### src/cfh_pkg.sv
package cfh_pkg;
  // ************************************************************
  // Bus and register map
  // ************************************************************
  localparam int unsigned AW = 8;
  localparam int unsigned DW = 32;
  localparam logic [7:0] OFS_CTRL = 8'h00;
  localparam logic [7:0] OFS_CMD = 8'h04;
  localparam logic [7:0] OFS_GEOM = 8'h08;
  localparam logic [7:0] OFS_FILE = 8'h0C;
  localparam logic [7:0] OFS_STAT = 8'h10;
  localparam logic [7:0] OFS_PTR = 8'h14;
  localparam logic [7:0] OFS_DATA = 8'h18;
  localparam logic [7:0] OFS_MADR = 8'h1C;
  localparam logic [7:0] OFS_MDAT = 8'h20;
  localparam logic [7:0] OFS_SEL = 8'h24;
  localparam logic [31:0] RST_WORD = 32'h0000_0000;
  // ************************************************************
  // Field positions
  // ************************************************************
  localparam int unsigned CTRL_START_BIT = 0;
  localparam int unsigned CMD_INS_LSB = 0;
  localparam int unsigned CMD_P1_LSB = 8;
  localparam int unsigned CMD_P2_LSB = 16;
  localparam int unsigned CMD_LE_LSB = 24;
  localparam int unsigned GEOM_LC_LSB = 0;
  localparam int unsigned GEOM_SIZE_LSB = 8;
  localparam int unsigned FILE_ST_LSB = 0;
  localparam int unsigned FILE_RDOK_BIT = 2;
  localparam int unsigned FILE_UPOK_BIT = 3;
  localparam int unsigned FILE_RLEN_LSB = 8;
  localparam int unsigned FILE_NREC_LSB = 16;
  localparam int unsigned FILE_SFR_LSB = 24;
  localparam int unsigned SEL_FCP_LSB = 0;
  localparam int unsigned SEL_DFN_LSB = 8;
  // ************************************************************
  // Command and parameter coding
  // ************************************************************
  localparam logic [7:0] CMD_STATUS = 8'h00;
  localparam logic [7:0] CMD_RD_BIN = 8'h01;
  localparam logic [7:0] CMD_UPD_BIN = 8'h02;
  localparam logic [7:0] CMD_RD_REC = 8'h03;
  localparam logic [7:0] P2_SEL = 8'h00;
  localparam logic [7:0] P2_DFNAME = 8'h01;
  localparam logic [7:0] P2_NODATA = 8'h0C;
  localparam logic [2:0] P1_SFR_TAG = 3'h4;
  localparam logic [2:0] MODE_NEXT = 3'h2;
  localparam logic [2:0] MODE_PREV = 3'h3;
  localparam logic [2:0] MODE_ABS = 3'h4;
  localparam logic [1:0] FS_TRANSP = 2'h0;
  localparam logic [1:0] FS_LINEAR = 2'h1;
  localparam logic [1:0] FS_CYCLIC = 2'h2;
  localparam logic [7:0] FCP_BASE = 8'hC0;
  localparam logic [7:0] DFN_BASE = 8'hE0;
  // ************************************************************
  // Status words
  // ************************************************************
  localparam logic [15:0] SW_OK = 16'h9000;
  localparam logic [15:0] SW_LEN = 16'h6700;
  localparam logic [15:0] SW_STRUCT = 16'h6981;
  localparam logic [15:0] SW_SEC = 16'h6982;
  localparam logic [15:0] SW_NOFILE = 16'h6A82;
  localparam logic [15:0] SW_NOREC = 16'h6A83;
  localparam logic [15:0] SW_P1P2 = 16'h6A86;
  localparam logic [15:0] SW_OFFSET = 16'h6B00;
  localparam logic [15:0] SW_INS = 16'h6D00;
  typedef enum logic [2:0] {
    ST_IDLE = 3'b001,
    ST_SEND = 3'b010,
    ST_RECV = 3'b100
  } cfh_state_e;
endpackage

### src/cfh_top.sv
`timescale 1ns/100ps
module cfh_top (
  input wire logic clk_i,
  input wire logic rst_i,
  input wire logic wb_cyc_i,
  input wire logic wb_stb_i,
  input wire logic wb_we_i,
  input wire logic [cfh_pkg::AW-1:0] wb_adr_i,
  input wire logic [3:0] wb_sel_i,
  input wire logic [cfh_pkg::DW-1:0] wb_dat_i,
  output logic [cfh_pkg::DW-1:0] wb_dat_o,
  output logic wb_ack_o,
  output logic [7:0] app_ind_o,
  output logic app_ind_stb_o
);
  import cfh_pkg::*;

  // ************************************************************
  // Storage
  // ************************************************************
  logic [7:0] mem [0:255];
  logic [31:0] cmd_reg, geom_reg, file_reg, sel_reg;
  logic [7:0] madr_reg, cur_reg, cnt_reg, ptr_reg;
  logic ptr_val_reg, done_reg;
  logic [15:0] sw_reg;
  cfh_state_e state_reg;

  function automatic logic [31:0] merge(input logic [31:0] old, input logic [31:0] nw, input logic [3:0] sel);
    logic [31:0] r;
    r = old;
    for (int i = 0; i < 4; i++) begin
      if (sel[i]) begin
        r[8*i +: 8] = nw[8*i +: 8];
      end
    end
    return r;
  endfunction

  // ************************************************************
  // Bus access
  // ************************************************************
  logic acc, wr, rd, start, pop, push;
  assign acc = wb_cyc_i & wb_stb_i & ~wb_ack_o;
  assign wr = wb_cyc_i & wb_stb_i & wb_we_i & wb_ack_o;
  assign rd = acc & ~wb_we_i;
  assign start = wr & (wb_adr_i == OFS_CTRL) & wb_sel_i[0] & wb_dat_i[CTRL_START_BIT] & (state_reg == ST_IDLE);
  assign pop = rd & (wb_adr_i == OFS_DATA) & (state_reg == ST_SEND);
  assign push = wr & (wb_adr_i == OFS_DATA) & wb_sel_i[0] & (state_reg == ST_RECV);

  // ************************************************************
  // Field views
  // ************************************************************
  logic [7:0] ins, p1, p2, le, lc, fsize, reclen, nrec, fcp_len, dfn_len;
  logic [1:0] fstruct;
  logic [4:0] sfr;
  logic rd_ok, up_ok;
  assign ins = cmd_reg[CMD_INS_LSB +: 8];
  assign p1 = cmd_reg[CMD_P1_LSB +: 8];
  assign p2 = cmd_reg[CMD_P2_LSB +: 8];
  assign le = cmd_reg[CMD_LE_LSB +: 8];
  assign lc = geom_reg[GEOM_LC_LSB +: 8];
  assign fsize = geom_reg[GEOM_SIZE_LSB +: 8];
  assign fstruct = file_reg[FILE_ST_LSB +: 2];
  assign rd_ok = file_reg[FILE_RDOK_BIT];
  assign up_ok = file_reg[FILE_UPOK_BIT];
  assign reclen = file_reg[FILE_RLEN_LSB +: 8];
  assign nrec = file_reg[FILE_NREC_LSB +: 8];
  assign sfr = file_reg[FILE_SFR_LSB +: 5];
  assign fcp_len = sel_reg[SEL_FCP_LSB +: 8];
  assign dfn_len = sel_reg[SEL_DFN_LSB +: 8];

  // ************************************************************
  // Command decode
  // ************************************************************
  logic [15:0] d_sw, off, span;
  logic [7:0] d_base, d_len, d_ptr, tgt, cnt;
  logic d_pval, d_recv, d_ind, direct, by_sfr, file_ok, acc_ok;
  logic [2:0] mode;
  assign mode = p2[2:0];
  assign direct = ~p1[7];
  assign by_sfr = p1[7:5] == P1_SFR_TAG;
  assign off = direct ? {1'b0, p1[6:0], p2} : {8'h00, p2};
  assign file_ok = direct | (by_sfr & (p1[4:0] == sfr));
  assign cnt = (ins == CMD_UPD_BIN) ? lc : le;
  assign acc_ok = (ins == CMD_UPD_BIN) ? up_ok : rd_ok;
  assign span = off + {8'h00, cnt};

  always_comb begin
    d_sw = SW_OK;
    d_base = 8'h00;
    d_len = 8'h00;
    d_recv = 1'b0;
    d_ind = 1'b0;
    d_ptr = ptr_reg;
    d_pval = ptr_val_reg;
    tgt = 8'h00;
    case (ins)
      CMD_STATUS: begin
        d_ind = 1'b1;
        if (p2 == P2_SEL) begin
          d_base = FCP_BASE;
          d_len = fcp_len;
        end else if (p2 == P2_DFNAME) begin
          d_base = DFN_BASE;
          d_len = dfn_len;
        end else if (p2 != P2_NODATA) begin
          d_sw = SW_P1P2;
        end
        if ((le != 8'h00) && (d_len > le)) begin
          d_len = le;
        end
      end
      CMD_RD_BIN, CMD_UPD_BIN: begin
        if (!(direct | by_sfr)) begin
          d_sw = SW_P1P2;
        end else if (!file_ok) begin
          d_sw = SW_NOFILE;
        end else if (fstruct != FS_TRANSP) begin
          d_sw = SW_STRUCT;
        end else if (!acc_ok) begin
          d_sw = SW_SEC;
        end else if (cnt == 8'h00) begin
          d_sw = SW_LEN;
        end else if (span > {8'h00, fsize}) begin
          d_sw = SW_OFFSET;
        end else begin
          d_base = off[7:0];
          d_len = cnt;
          d_recv = ins == CMD_UPD_BIN;
        end
      end
      CMD_RD_REC: begin
        if ((p2[7:3] != 5'h00) && (p2[7:3] != sfr)) begin
          d_sw = SW_NOFILE;
        end else if ((fstruct != FS_LINEAR) && (fstruct != FS_CYCLIC)) begin
          d_sw = SW_STRUCT;
        end else if (!rd_ok) begin
          d_sw = SW_SEC;
        end else if (nrec == 8'h00) begin
          d_sw = SW_NOREC;
        end else begin
          if (mode == MODE_ABS) begin
            if (p1 == 8'h00) begin
              tgt = ptr_reg;
              if (!ptr_val_reg) begin
                d_sw = SW_NOREC;
              end
            end else begin
              tgt = p1;
              if (p1 > nrec) begin
                d_sw = SW_NOREC;
              end
            end
          end else if (mode == MODE_NEXT) begin
            if (!ptr_val_reg) begin
              tgt = 8'h01;
            end else if (ptr_reg == nrec) begin
              tgt = 8'h01;
              if (fstruct == FS_LINEAR) begin
                d_sw = SW_NOREC;
              end
            end else begin
              tgt = ptr_reg + 8'h01;
            end
            d_ptr = tgt;
            d_pval = 1'b1;
          end else if (mode == MODE_PREV) begin
            if (!ptr_val_reg) begin
              tgt = nrec;
            end else if (ptr_reg == 8'h01) begin
              tgt = nrec;
              if (fstruct == FS_LINEAR) begin
                d_sw = SW_NOREC;
              end
            end else begin
              tgt = ptr_reg - 8'h01;
            end
            d_ptr = tgt;
            d_pval = 1'b1;
          end else begin
            d_sw = SW_P1P2;
          end
          if ((le != 8'h00) && (le != reclen)) begin
            d_sw = SW_LEN;
          end
          d_base = 8'((tgt - 8'h01) * reclen);
          d_len = reclen;
        end
      end
      default: begin
        d_sw = SW_INS;
      end
    endcase
    if (d_sw != SW_OK) begin
      d_len = 8'h00;
      d_recv = 1'b0;
      d_ind = 1'b0;
      d_ptr = ptr_reg;
      d_pval = ptr_val_reg;
    end
  end

  // ************************************************************
  // Transfer sequencing
  // ************************************************************
  always_ff @(posedge clk_i) begin
    if (rst_i) begin
      state_reg <= ST_IDLE;
      cur_reg <= 8'h00;
      cnt_reg <= 8'h00;
      sw_reg <= SW_OK;
      done_reg <= 1'b0;
    end else begin
      case (state_reg)
        ST_IDLE: begin
          if (start) begin
            cur_reg <= d_base;
            cnt_reg <= d_len;
            sw_reg <= d_sw;
            done_reg <= ~d_recv & (d_len == 8'h00);
            if (d_recv) begin
              state_reg <= ST_RECV;
            end else if (d_len != 8'h00) begin
              state_reg <= ST_SEND;
            end
          end
        end
        ST_SEND, ST_RECV: begin
          if (pop | push) begin
            cur_reg <= cur_reg + 8'h01;
            cnt_reg <= cnt_reg - 8'h01;
            if (cnt_reg == 8'h01) begin
              state_reg <= ST_IDLE;
              done_reg <= 1'b1;
            end
          end
        end
        default: begin
          state_reg <= ST_IDLE;
        end
      endcase
    end
  end

  // Pointer forgotten whenever a new file is described
  always_ff @(posedge clk_i) begin
    if (rst_i) begin
      ptr_reg <= 8'h00;
      ptr_val_reg <= 1'b0;
    end else if (wr & (wb_adr_i == OFS_FILE)) begin
      ptr_reg <= 8'h00;
      ptr_val_reg <= 1'b0;
    end else if (start & (ins == CMD_RD_REC)) begin
      ptr_reg <= d_ptr;
      ptr_val_reg <= d_pval;
    end
  end

  always_ff @(posedge clk_i) begin
    if (rst_i) begin
      app_ind_o <= 8'h00;
      app_ind_stb_o <= 1'b0;
    end else begin
      app_ind_stb_o <= start & d_ind;
      if (start & d_ind) begin
        app_ind_o <= p1;
      end
    end
  end

  always_ff @(posedge clk_i) begin
    if (push) begin
      mem[cur_reg] <= wb_dat_i[7:0];
    end else if (wr & (wb_adr_i == OFS_MDAT) & wb_sel_i[0]) begin
      mem[madr_reg] <= wb_dat_i[7:0];
    end
  end

  // ************************************************************
  // Register file
  // ************************************************************
  always_ff @(posedge clk_i) begin
    if (rst_i) begin
      cmd_reg <= RST_WORD;
      geom_reg <= RST_WORD;
      file_reg <= RST_WORD;
      sel_reg <= RST_WORD;
      madr_reg <= 8'h00;
    end else if (wr) begin
      if (wb_adr_i == OFS_CMD) begin
        cmd_reg <= merge(cmd_reg, wb_dat_i, wb_sel_i);
      end else if (wb_adr_i == OFS_GEOM) begin
        geom_reg <= merge(geom_reg, wb_dat_i, wb_sel_i);
      end else if (wb_adr_i == OFS_FILE) begin
        file_reg <= merge(file_reg, wb_dat_i, wb_sel_i);
      end else if (wb_adr_i == OFS_SEL) begin
        sel_reg <= merge(sel_reg, wb_dat_i, wb_sel_i);
      end else if ((wb_adr_i == OFS_MADR) & wb_sel_i[0]) begin
        madr_reg <= wb_dat_i[7:0];
      end
    end
  end

  logic [31:0] rdata;
  always_comb begin
    rdata = RST_WORD;
    if (wb_adr_i == OFS_CMD) begin
      rdata = cmd_reg;
    end else if (wb_adr_i == OFS_GEOM) begin
      rdata = geom_reg;
    end else if (wb_adr_i == OFS_FILE) begin
      rdata = file_reg;
    end else if (wb_adr_i == OFS_SEL) begin
      rdata = sel_reg;
    end else if (wb_adr_i == OFS_STAT) begin
      rdata = {cnt_reg, sw_reg, 5'h00, state_reg != ST_IDLE, done_reg, 1'b0};
    end else if (wb_adr_i == OFS_PTR) begin
      rdata = {23'h00_0000, ptr_val_reg, ptr_reg};
    end else if (wb_adr_i == OFS_DATA) begin
      rdata = (state_reg == ST_SEND) ? {24'h00_0000, mem[cur_reg]} : RST_WORD;
    end else if (wb_adr_i == OFS_MADR) begin
      rdata = {24'h00_0000, madr_reg};
    end else if (wb_adr_i == OFS_MDAT) begin
      rdata = {24'h00_0000, mem[madr_reg]};
    end
  end

  always_ff @(posedge clk_i) begin
    if (rst_i) begin
      wb_ack_o <= 1'b0;
      wb_dat_o <= RST_WORD;
    end else begin
      wb_ack_o <= acc;
      if (rd) begin
        wb_dat_o <= rdata;
      end
    end
  end

  logic rec_go;
  assign rec_go = start & (ins == CMD_RD_REC);
endmodule

### config.mk
export PLATFORM = sky130hd
export DESIGN_NAME = cfh_top
export DESIGN_NICKNAME = d
export VERILOG_FILES = /design/src/cfh_pkg.sv /design/src/cfh_top.sv
export SDC_FILE = /design/constraint.sdc
export NUM_CORES = 2
export LEC_CHECK = 0
export BUFFER_PORTS_ARGS = -buffer_cell sky130_fd_sc_hd__buf_2
export CAP_MARGIN = 10
export CELL_PAD_IN_SITES_DETAIL_PLACEMENT = 1
export CELL_PAD_IN_SITES_GLOBAL_PLACEMENT = 2
export CORE_MARGIN = 8
export CORE_UTILIZATION = 45
export DETAILED_ROUTE_END_ITERATION = 10
export PLACE_DENSITY_LB_ADDON = 0.1
export SLEW_MARGIN = 5
export SYNTH_ARGS = -nofsm -noshare
export SYNTH_HDL_FRONTEND = slang
export SYNTH_SLANG_ARGS = --single-unit
export TNS_END_PERCENT = 1
### constraint.sdc
create_clock -name clk_i -period 5.94 [get_ports clk_i]
set_clock_uncertainty 0.05 [all_clocks]
set_input_delay 0.594 -clock clk_i [delete_from_list [all_inputs] [get_ports clk_i]]
set_output_delay 0.594 -clock clk_i [all_outputs]
set_load 0.005 [all_outputs]
=== Yosys cells after proc, flatten, opt, wreduce, memory -nomap -nowiden ===
Memories as Yosys holds them, arrays and structs flattened. A register that Yosys moved wholly into a read port is not among the register bits.
Index checks and enable logic that the tools add are counted.

* Bits in writable memories: 2048
* Flip-flop bits (word level): 223
* Memories: 1
* Logic and storage cells: 279

* Equal/unequal tests: 36
* Reductions and logical operators: 43
* $mul: 1
* $add $sub $neg: 6
* Bitwise gates (word level): 38
* Mux-type cells: 123
* $lt $le $gt $ge: 3

{| class="wikitable"
|+ Memories
! name !! words !! bits a word !! rd ports !! clocked after memory_dff !! wr ports !! line !! RTL
|-
| mem || 256 || 8 || 2 || 2 || 1 || cfh_top.sv:21 || <nowiki>logic [7:0] mem [0:255];</nowiki>
|}

{| class="wikitable"
|+ Operators with widths
! operator !! count
|-
| $mux W8 || 57
|-
| $mux W16 || 25
|-
| $mux W32 || 5
|-
| $logic_not A8 Y1 || 7
|-
| $pmux W16 S3 || 1
|-
| $pmux W8 S3 || 2
|-
| $eq A8 B1 Y1 const B || 4
|-
| $eq A8 B5 Y1 const B || 4
|-
| $pmux W8 S2 || 2
|-
| $reduce_and A6 Y1 || 5
|-
| $reduce_and A4 Y1 || 6
|-
| $sub A8 B1 Y8 const B || 3
|-
| $and A1 B1 Y1 || 22
|-
| $mux W1 || 22
|-
| $reduce_and A5 Y1 || 4
|-
| $add A15 B8 Y16 || 1
|-
| $add A8 B1 Y8 const B || 2
|-
| $eq A8 B2 Y1 const B || 2
|-
| $eq A8 B4 Y1 const B || 2
|-
| $eq A8 B6 Y1 const B || 2
|-
| $gt A16 B8 Y1 || 1
|-
| $gt A8 B8 Y1 || 2
|-
| $ne A16 B16 Y1 const B || 1
|-
| $reduce_bool A8 Y1 || 2
|-
| 30 further kinds || 66
|}

=== Logic depth before layout (Yosys ltp) ===
* Depth after elaboration: 22
* Depth in mapped cells: 27
* Gate-level depth less buffers: 26

=== Worst setup path before layout ===
OpenSTA, ideal clock, no wires.

* Path kind: flip-flop to flip-flop
* Start point: register ptr_reg[1]
* End point: register with a tool-made name
* Arrival: 6.354 ns
* Cell stages (with the launch flop): 28
* Setup slack: -0.584 ns
* Setup time: 0.120 ns
* Period minus slack after synthesis: 6.524 ns
* Path through: dfxtp_1 > clkbuf_1 > inv_1 > ha_1 > nor2b_1 > a31oi_2 > mux2_2 > a221oi_2 > ha_1 > xnor2_1 > nand2_1 > fa_1 > fa_1 > inv_1 > ha_1 > inv_1 > fa_1 > inv_1 > ha_1 > a21o_1 > a21oi_1 > xnor2_1 > xnor2_1 > xnor2_1 > xnor2_1 > xnor3_1 > xnor2_1 > a41o_1

{| class="wikitable"
|+ RTL lines
! element !! line !! RTL
|-
| from (decl) || cfh_top.sv:23 || <nowiki>logic [7:0] madr_reg, cur_reg, cnt_reg, ptr_reg;</nowiki>
|-
| from (signal assigned) || cfh_top.sv:254 || <nowiki>ptr_reg <= d_ptr;</nowiki>
|}

=== Worst setup path after layout ===
* Start point: register ptr_reg[1]
* End point: register cur_reg[7]

* Cells in the longest elaborated chain, start to end: 20
* Elaborated cells on any way between the ends: 26
* Classes of those cells: add/sub (3); mul (1); eq/ne (2); mux (20)

{| class="wikitable"
|+ Ends and longest elaborated chain
! element !! line !! RTL
|-
| $sub A8 B1 Y8 or $eq A8 B1 Y1 (tied branches) || cfh_top.sv:176, cfh_top.sv:170 ||
|-
| $mux W8 || cfh_top.sv:170 || <nowiki>end else if (ptr_reg == 8'h01) begin</nowiki>
|-
| $mux W8 || cfh_top.sv:168 || <nowiki>if (!ptr_val_reg) begin</nowiki>
|-
| $mux W8 || cfh_top.sv:167 || <nowiki>end else if (mode == MODE_PREV) begin</nowiki>
|-
| $mux W8 || cfh_top.sv:154 || <nowiki>end else if (mode == MODE_NEXT) begin</nowiki>
|-
| $mux W8 * || cfh_top.sv:142 || <nowiki>if (mode == MODE_ABS) begin</nowiki>
|-
| $mux W8 * || cfh_top.sv:139 || <nowiki>end else if (nrec == 8'h00) begin</nowiki>
|-
| $mux W8 * || cfh_top.sv:137 || <nowiki>end else if (!rd_ok) begin</nowiki>
|-
| [... 4 more ...] || - ||
|-
| $mul A8 B8 Y8 * || cfh_top.sv:186 || <nowiki>d_base = 8'((tgt - 8'h01) * reclen);</nowiki>
|-
| $mux W8 * || cfh_top.sv:139 ||
|-
| $mux W8 * || cfh_top.sv:137 ||
|-
| $mux W8 * || cfh_top.sv:135 || <nowiki>end else if ((fstruct != FS_LINEAR) && (fstruct != FS_CYCLIC)) begin</nowiki>
|-
| $mux W8 * || cfh_top.sv:133 || <nowiki>if ((p2[7:3] != 5'h00) && (p2[7:3] != sfr)) begin</nowiki>
|-
| $pmux W8 S3 * || cfh_top.sv:97 || <nowiki>case (ins)</nowiki>
|-
| $mux W8 * || cfh_top.sv:216 || <nowiki>if (start) begin</nowiki>
|-
| $pmux W8 S2 * || cfh_top.sv:214 || <nowiki>case (state_reg)</nowiki>
|-
| to (signal assigned) || cfh_top.sv:217 || <nowiki>cur_reg <= d_base;</nowiki>
|-
| to (signal assigned) || cfh_top.sv:230 || <nowiki>cur_reg <= cur_reg + 8'h01;</nowiki>
|-
| to (decl) || cfh_top.sv:23 ||
|}

Mark *: on every way between the ends. The rest lies on a longest branch, timed or not. The select of a mux whose other input is x is not followed.
A chain may end at the register's enable or synchronous reset.

==> reports/results.txt <==
status - completed
clock root cell - clkbuf_16
data arrival time of the worst path - 6.62 ns
H-Tree Depth - 5
synth warn - 0
total CTS buffers - 279
worst slack at placement - -0.101 ns
EDFF count, synth - 2,048
Slew headroom - 0.137
TritonCTS clock tree - done
global placement routability congestion - 0.890
final wirelength - 356,000 um
Setup WS post-layout - 0.0216 ns
flop2flop setup slack - 0.02 ns
syn avg cell area - 18.6 um2
unrepaired setup endpoints after global routing - true
dominant synthesized flop cell - edfxtp_1
Clock Pin Slew Worst Setup and Hold Paths - 0.06 ns
kind of critical path - reg2reg
Worst-Margin Slew - 1.28 ns
Max Cap Violations - 0
setup violators final - 0
Fin Setup TNS - 0 ns
final std cells w/o fill - 9,750
initial antenna violation count - 22
leakage - 38.5 nW
post-synthesis register bit count - 2,281
Placed Cells - 9,232
die span in x - 508 um
HP Class - in2reg
Layout Utilization - 0.523
first-pass GRT wire length - 509,000 um
Synth async-reset ratio - 0
min Tclk post-route - 5.92 ns
DP Wirelength - 244,000 um
final hold vios - 0
Critical Path Sink Type - flip-flop
first-pass iteration count of the detailed router - 5
drt via density - 6.51
power per cell area - 275 nW/um2
Mapped Cells - 5,858
Slew Limit Fails - 0
largest net degree at the start of global routing - 182
Core Area - 241,000 um2
IO Count - 91
vias - 63,491
Largest register FFs - 2,048
Largest Register - mem
row cnt - 180
Die Ht - 508 um
PortBufs - 90
synthesized area - 109,000 um2
Netlist cell types - 82
Hold WS - 0.0555 ns
sequential-to-total area share from yosys stat - 0.608
Max clock buf depth - 4
Peak supply drop - 294 uV
Layout Nets - 6,481
Iter 0 DRT Violations - 6,918
Critical Path RT - 6.64 ns
GRT Util Overall - 0.274
syn nets - 5,979
Num Clock Sinks - 2,281
Critical Path Start Type - flip-flop
DIE AREA - 258,000 um2
layout cell share with drive strength beyond 1 - 0.377
fmax - 169 MHz
number of global-route vias before repair - 67,047
Synth-to-Final Area Change - 15.5%
worst-path fanout max - 4
DRT antenna net count - 0
Clk Latency, worst-skew pair - 0.92 ns
drt drc - 0
wire length per cell - 36.5 um
initial core utilization - 0.453
post-route clock period utilization - 0.996
grt ovf - 0
==> logic make-up after synthesis <==
family / count (synthesis) / share of synthesized area
xor gates and xnor gates: 62 / 0.00511
buffers and inverters: 521 / 0.0188
adders and majority gates: 72 / 0.00917
muxes: 1488 / 0.293
and+or+nand+nor: 943 / 0.0373
AOI/OAI and AO/OA: 491 / 0.0290
DFF: 2281 / 0.608
==> layer usage <==
| metal | part of all wire | GRT usage | vias up |
|---|---|---|---|
| met1 | 0.40 | 0.375 | 34638 |
| met2 | 0.49 | 0.449 | 2527 |
| met4 | 0.038 | 0.0922 | 16 |
| met5 | 0.00030 | 0 | - |
| met3 | 0.070 | 0.0495 | 615 |
| li1 | - | - | 25695 |
==> report_power, final <==
group | switching, mW | internal (mW) | total [mW]
Sequential | 0.0104 | 17.5 | 17.5
Clock | 6.64 | 10.0 | 16.7
Combinational | 0.340 | 0.0627 | 0.402
==> cell usage after synthesis (10+ instances only) <==
master,instances,area [um2]
a31oi_1,20,125
o21a_1,16,120
dfxtp_1,233,4660
buf_1,99,372
nand3b_1,10,75.1
nor3_1,24,120
a221oi_1,29,254
nand3_1,58,290
inv_1,76,285
o21ai_0,98,490
nand2b_1,16,100
a21o_1,12,90.1
nor4_1,12,75.1
o21bai_1,10,75.1
and2_1,17,106
buf_2,55,275
mux2i_1,121,1210
xor2_1,20,175
mux4_2,1358,30600
xnor2_1,41,359
edfxtp_1,2048,61500
nand2_1,282,1060
nor2b_1,23,144
clkbuf_1,288,1080
o22ai_1,10,62.6
fa_1,13,260
nor2_1,443,1660
a211oi_1,26,195
ha_1,59,738
a21oi_1,169,846
nand4_1,13,81.3
==> cell type report <==
type | instances | area, um2
antenna | 10 | 25.0
clock buffer | 338 | 7380
clock inverter | 138 | 1410
fill | 21610 | 115000
inverter | 76 | 288
multi-input combinational | 3056 | 40900
sequential | 2281 | 66200
tap | 3185 | 3990
timing repair buffer | 666 | 5560
==> timing repair <==
item / 4_1_cts / 5_1_grt
pin swaps: 17 / 17
hold buffers: 22 / 0
buffers inserted: 5 / 5
endpoints found under the hold margin: 63 / 0
gates resized for setup: 12 / 27
cloned: 0 / 0
setup endpoints to repair: 2 / 29
==> per-stage QoR <==
step	power, mW	instance area [um2]
finish	34.5	126000
global route	35.4	126000
CTS	34.9	126000
detailed placement	18.2	117000
global placement	18.2	117000
floorplan	17.9	109000
==> placed cells by master, fill, tap and decap left out, drive strengths merged, types with 26 or more instances in the layout <==
master	n
dfxtp	233
o21ai	99
xnor2	41
a221oi	31
mux2i	121
clkinv	101
inv	81
nand2	282
ha	59
a211oi	26
a21oi	169
bufinv	28
nand3	59
nor2	443
buf	636
mux4	1358
clkbuf	346
edfxtp	2048
==> worst max-delay path, cell delays in order (launching register included) <==
cell      delay [ns]
dfxtp_4         0.39
inv_4           0.04
ha_4            0.15
nor2b_4         0.13
a31oi_4         0.20
mux2_4          0.35
a221oi_4        0.35
ha_2            0.25
buf_6           0.11
xnor2_4         0.09
buf_4           0.15
and2_4          0.15
fa_1            0.58
ha_4            0.21
fa_1            0.49
fa_2            0.56
ha_4            0.21
a21oi_4         0.14
xnor2_2         0.13
xnor2_1         0.15
xnor2_1         0.15
xnor2_1         0.15
xnor3_1         0.25
xnor2_1         0.14
a41o_1          0.20
==> path summary, 6_finish.rpt <==
kind / cells past startpoint / from / to
min: 1 / wb_dat_i[0] / mem[166][0]
max: 24 / ptr_reg[1] / cur_reg[7]
min reg2reg: 2 / file_reg[6] / file_reg[6]
max reg2reg: 24 / ptr_reg[1] / cur_reg[7]
No activity file was read; power rests on OpenSTA's default activity.
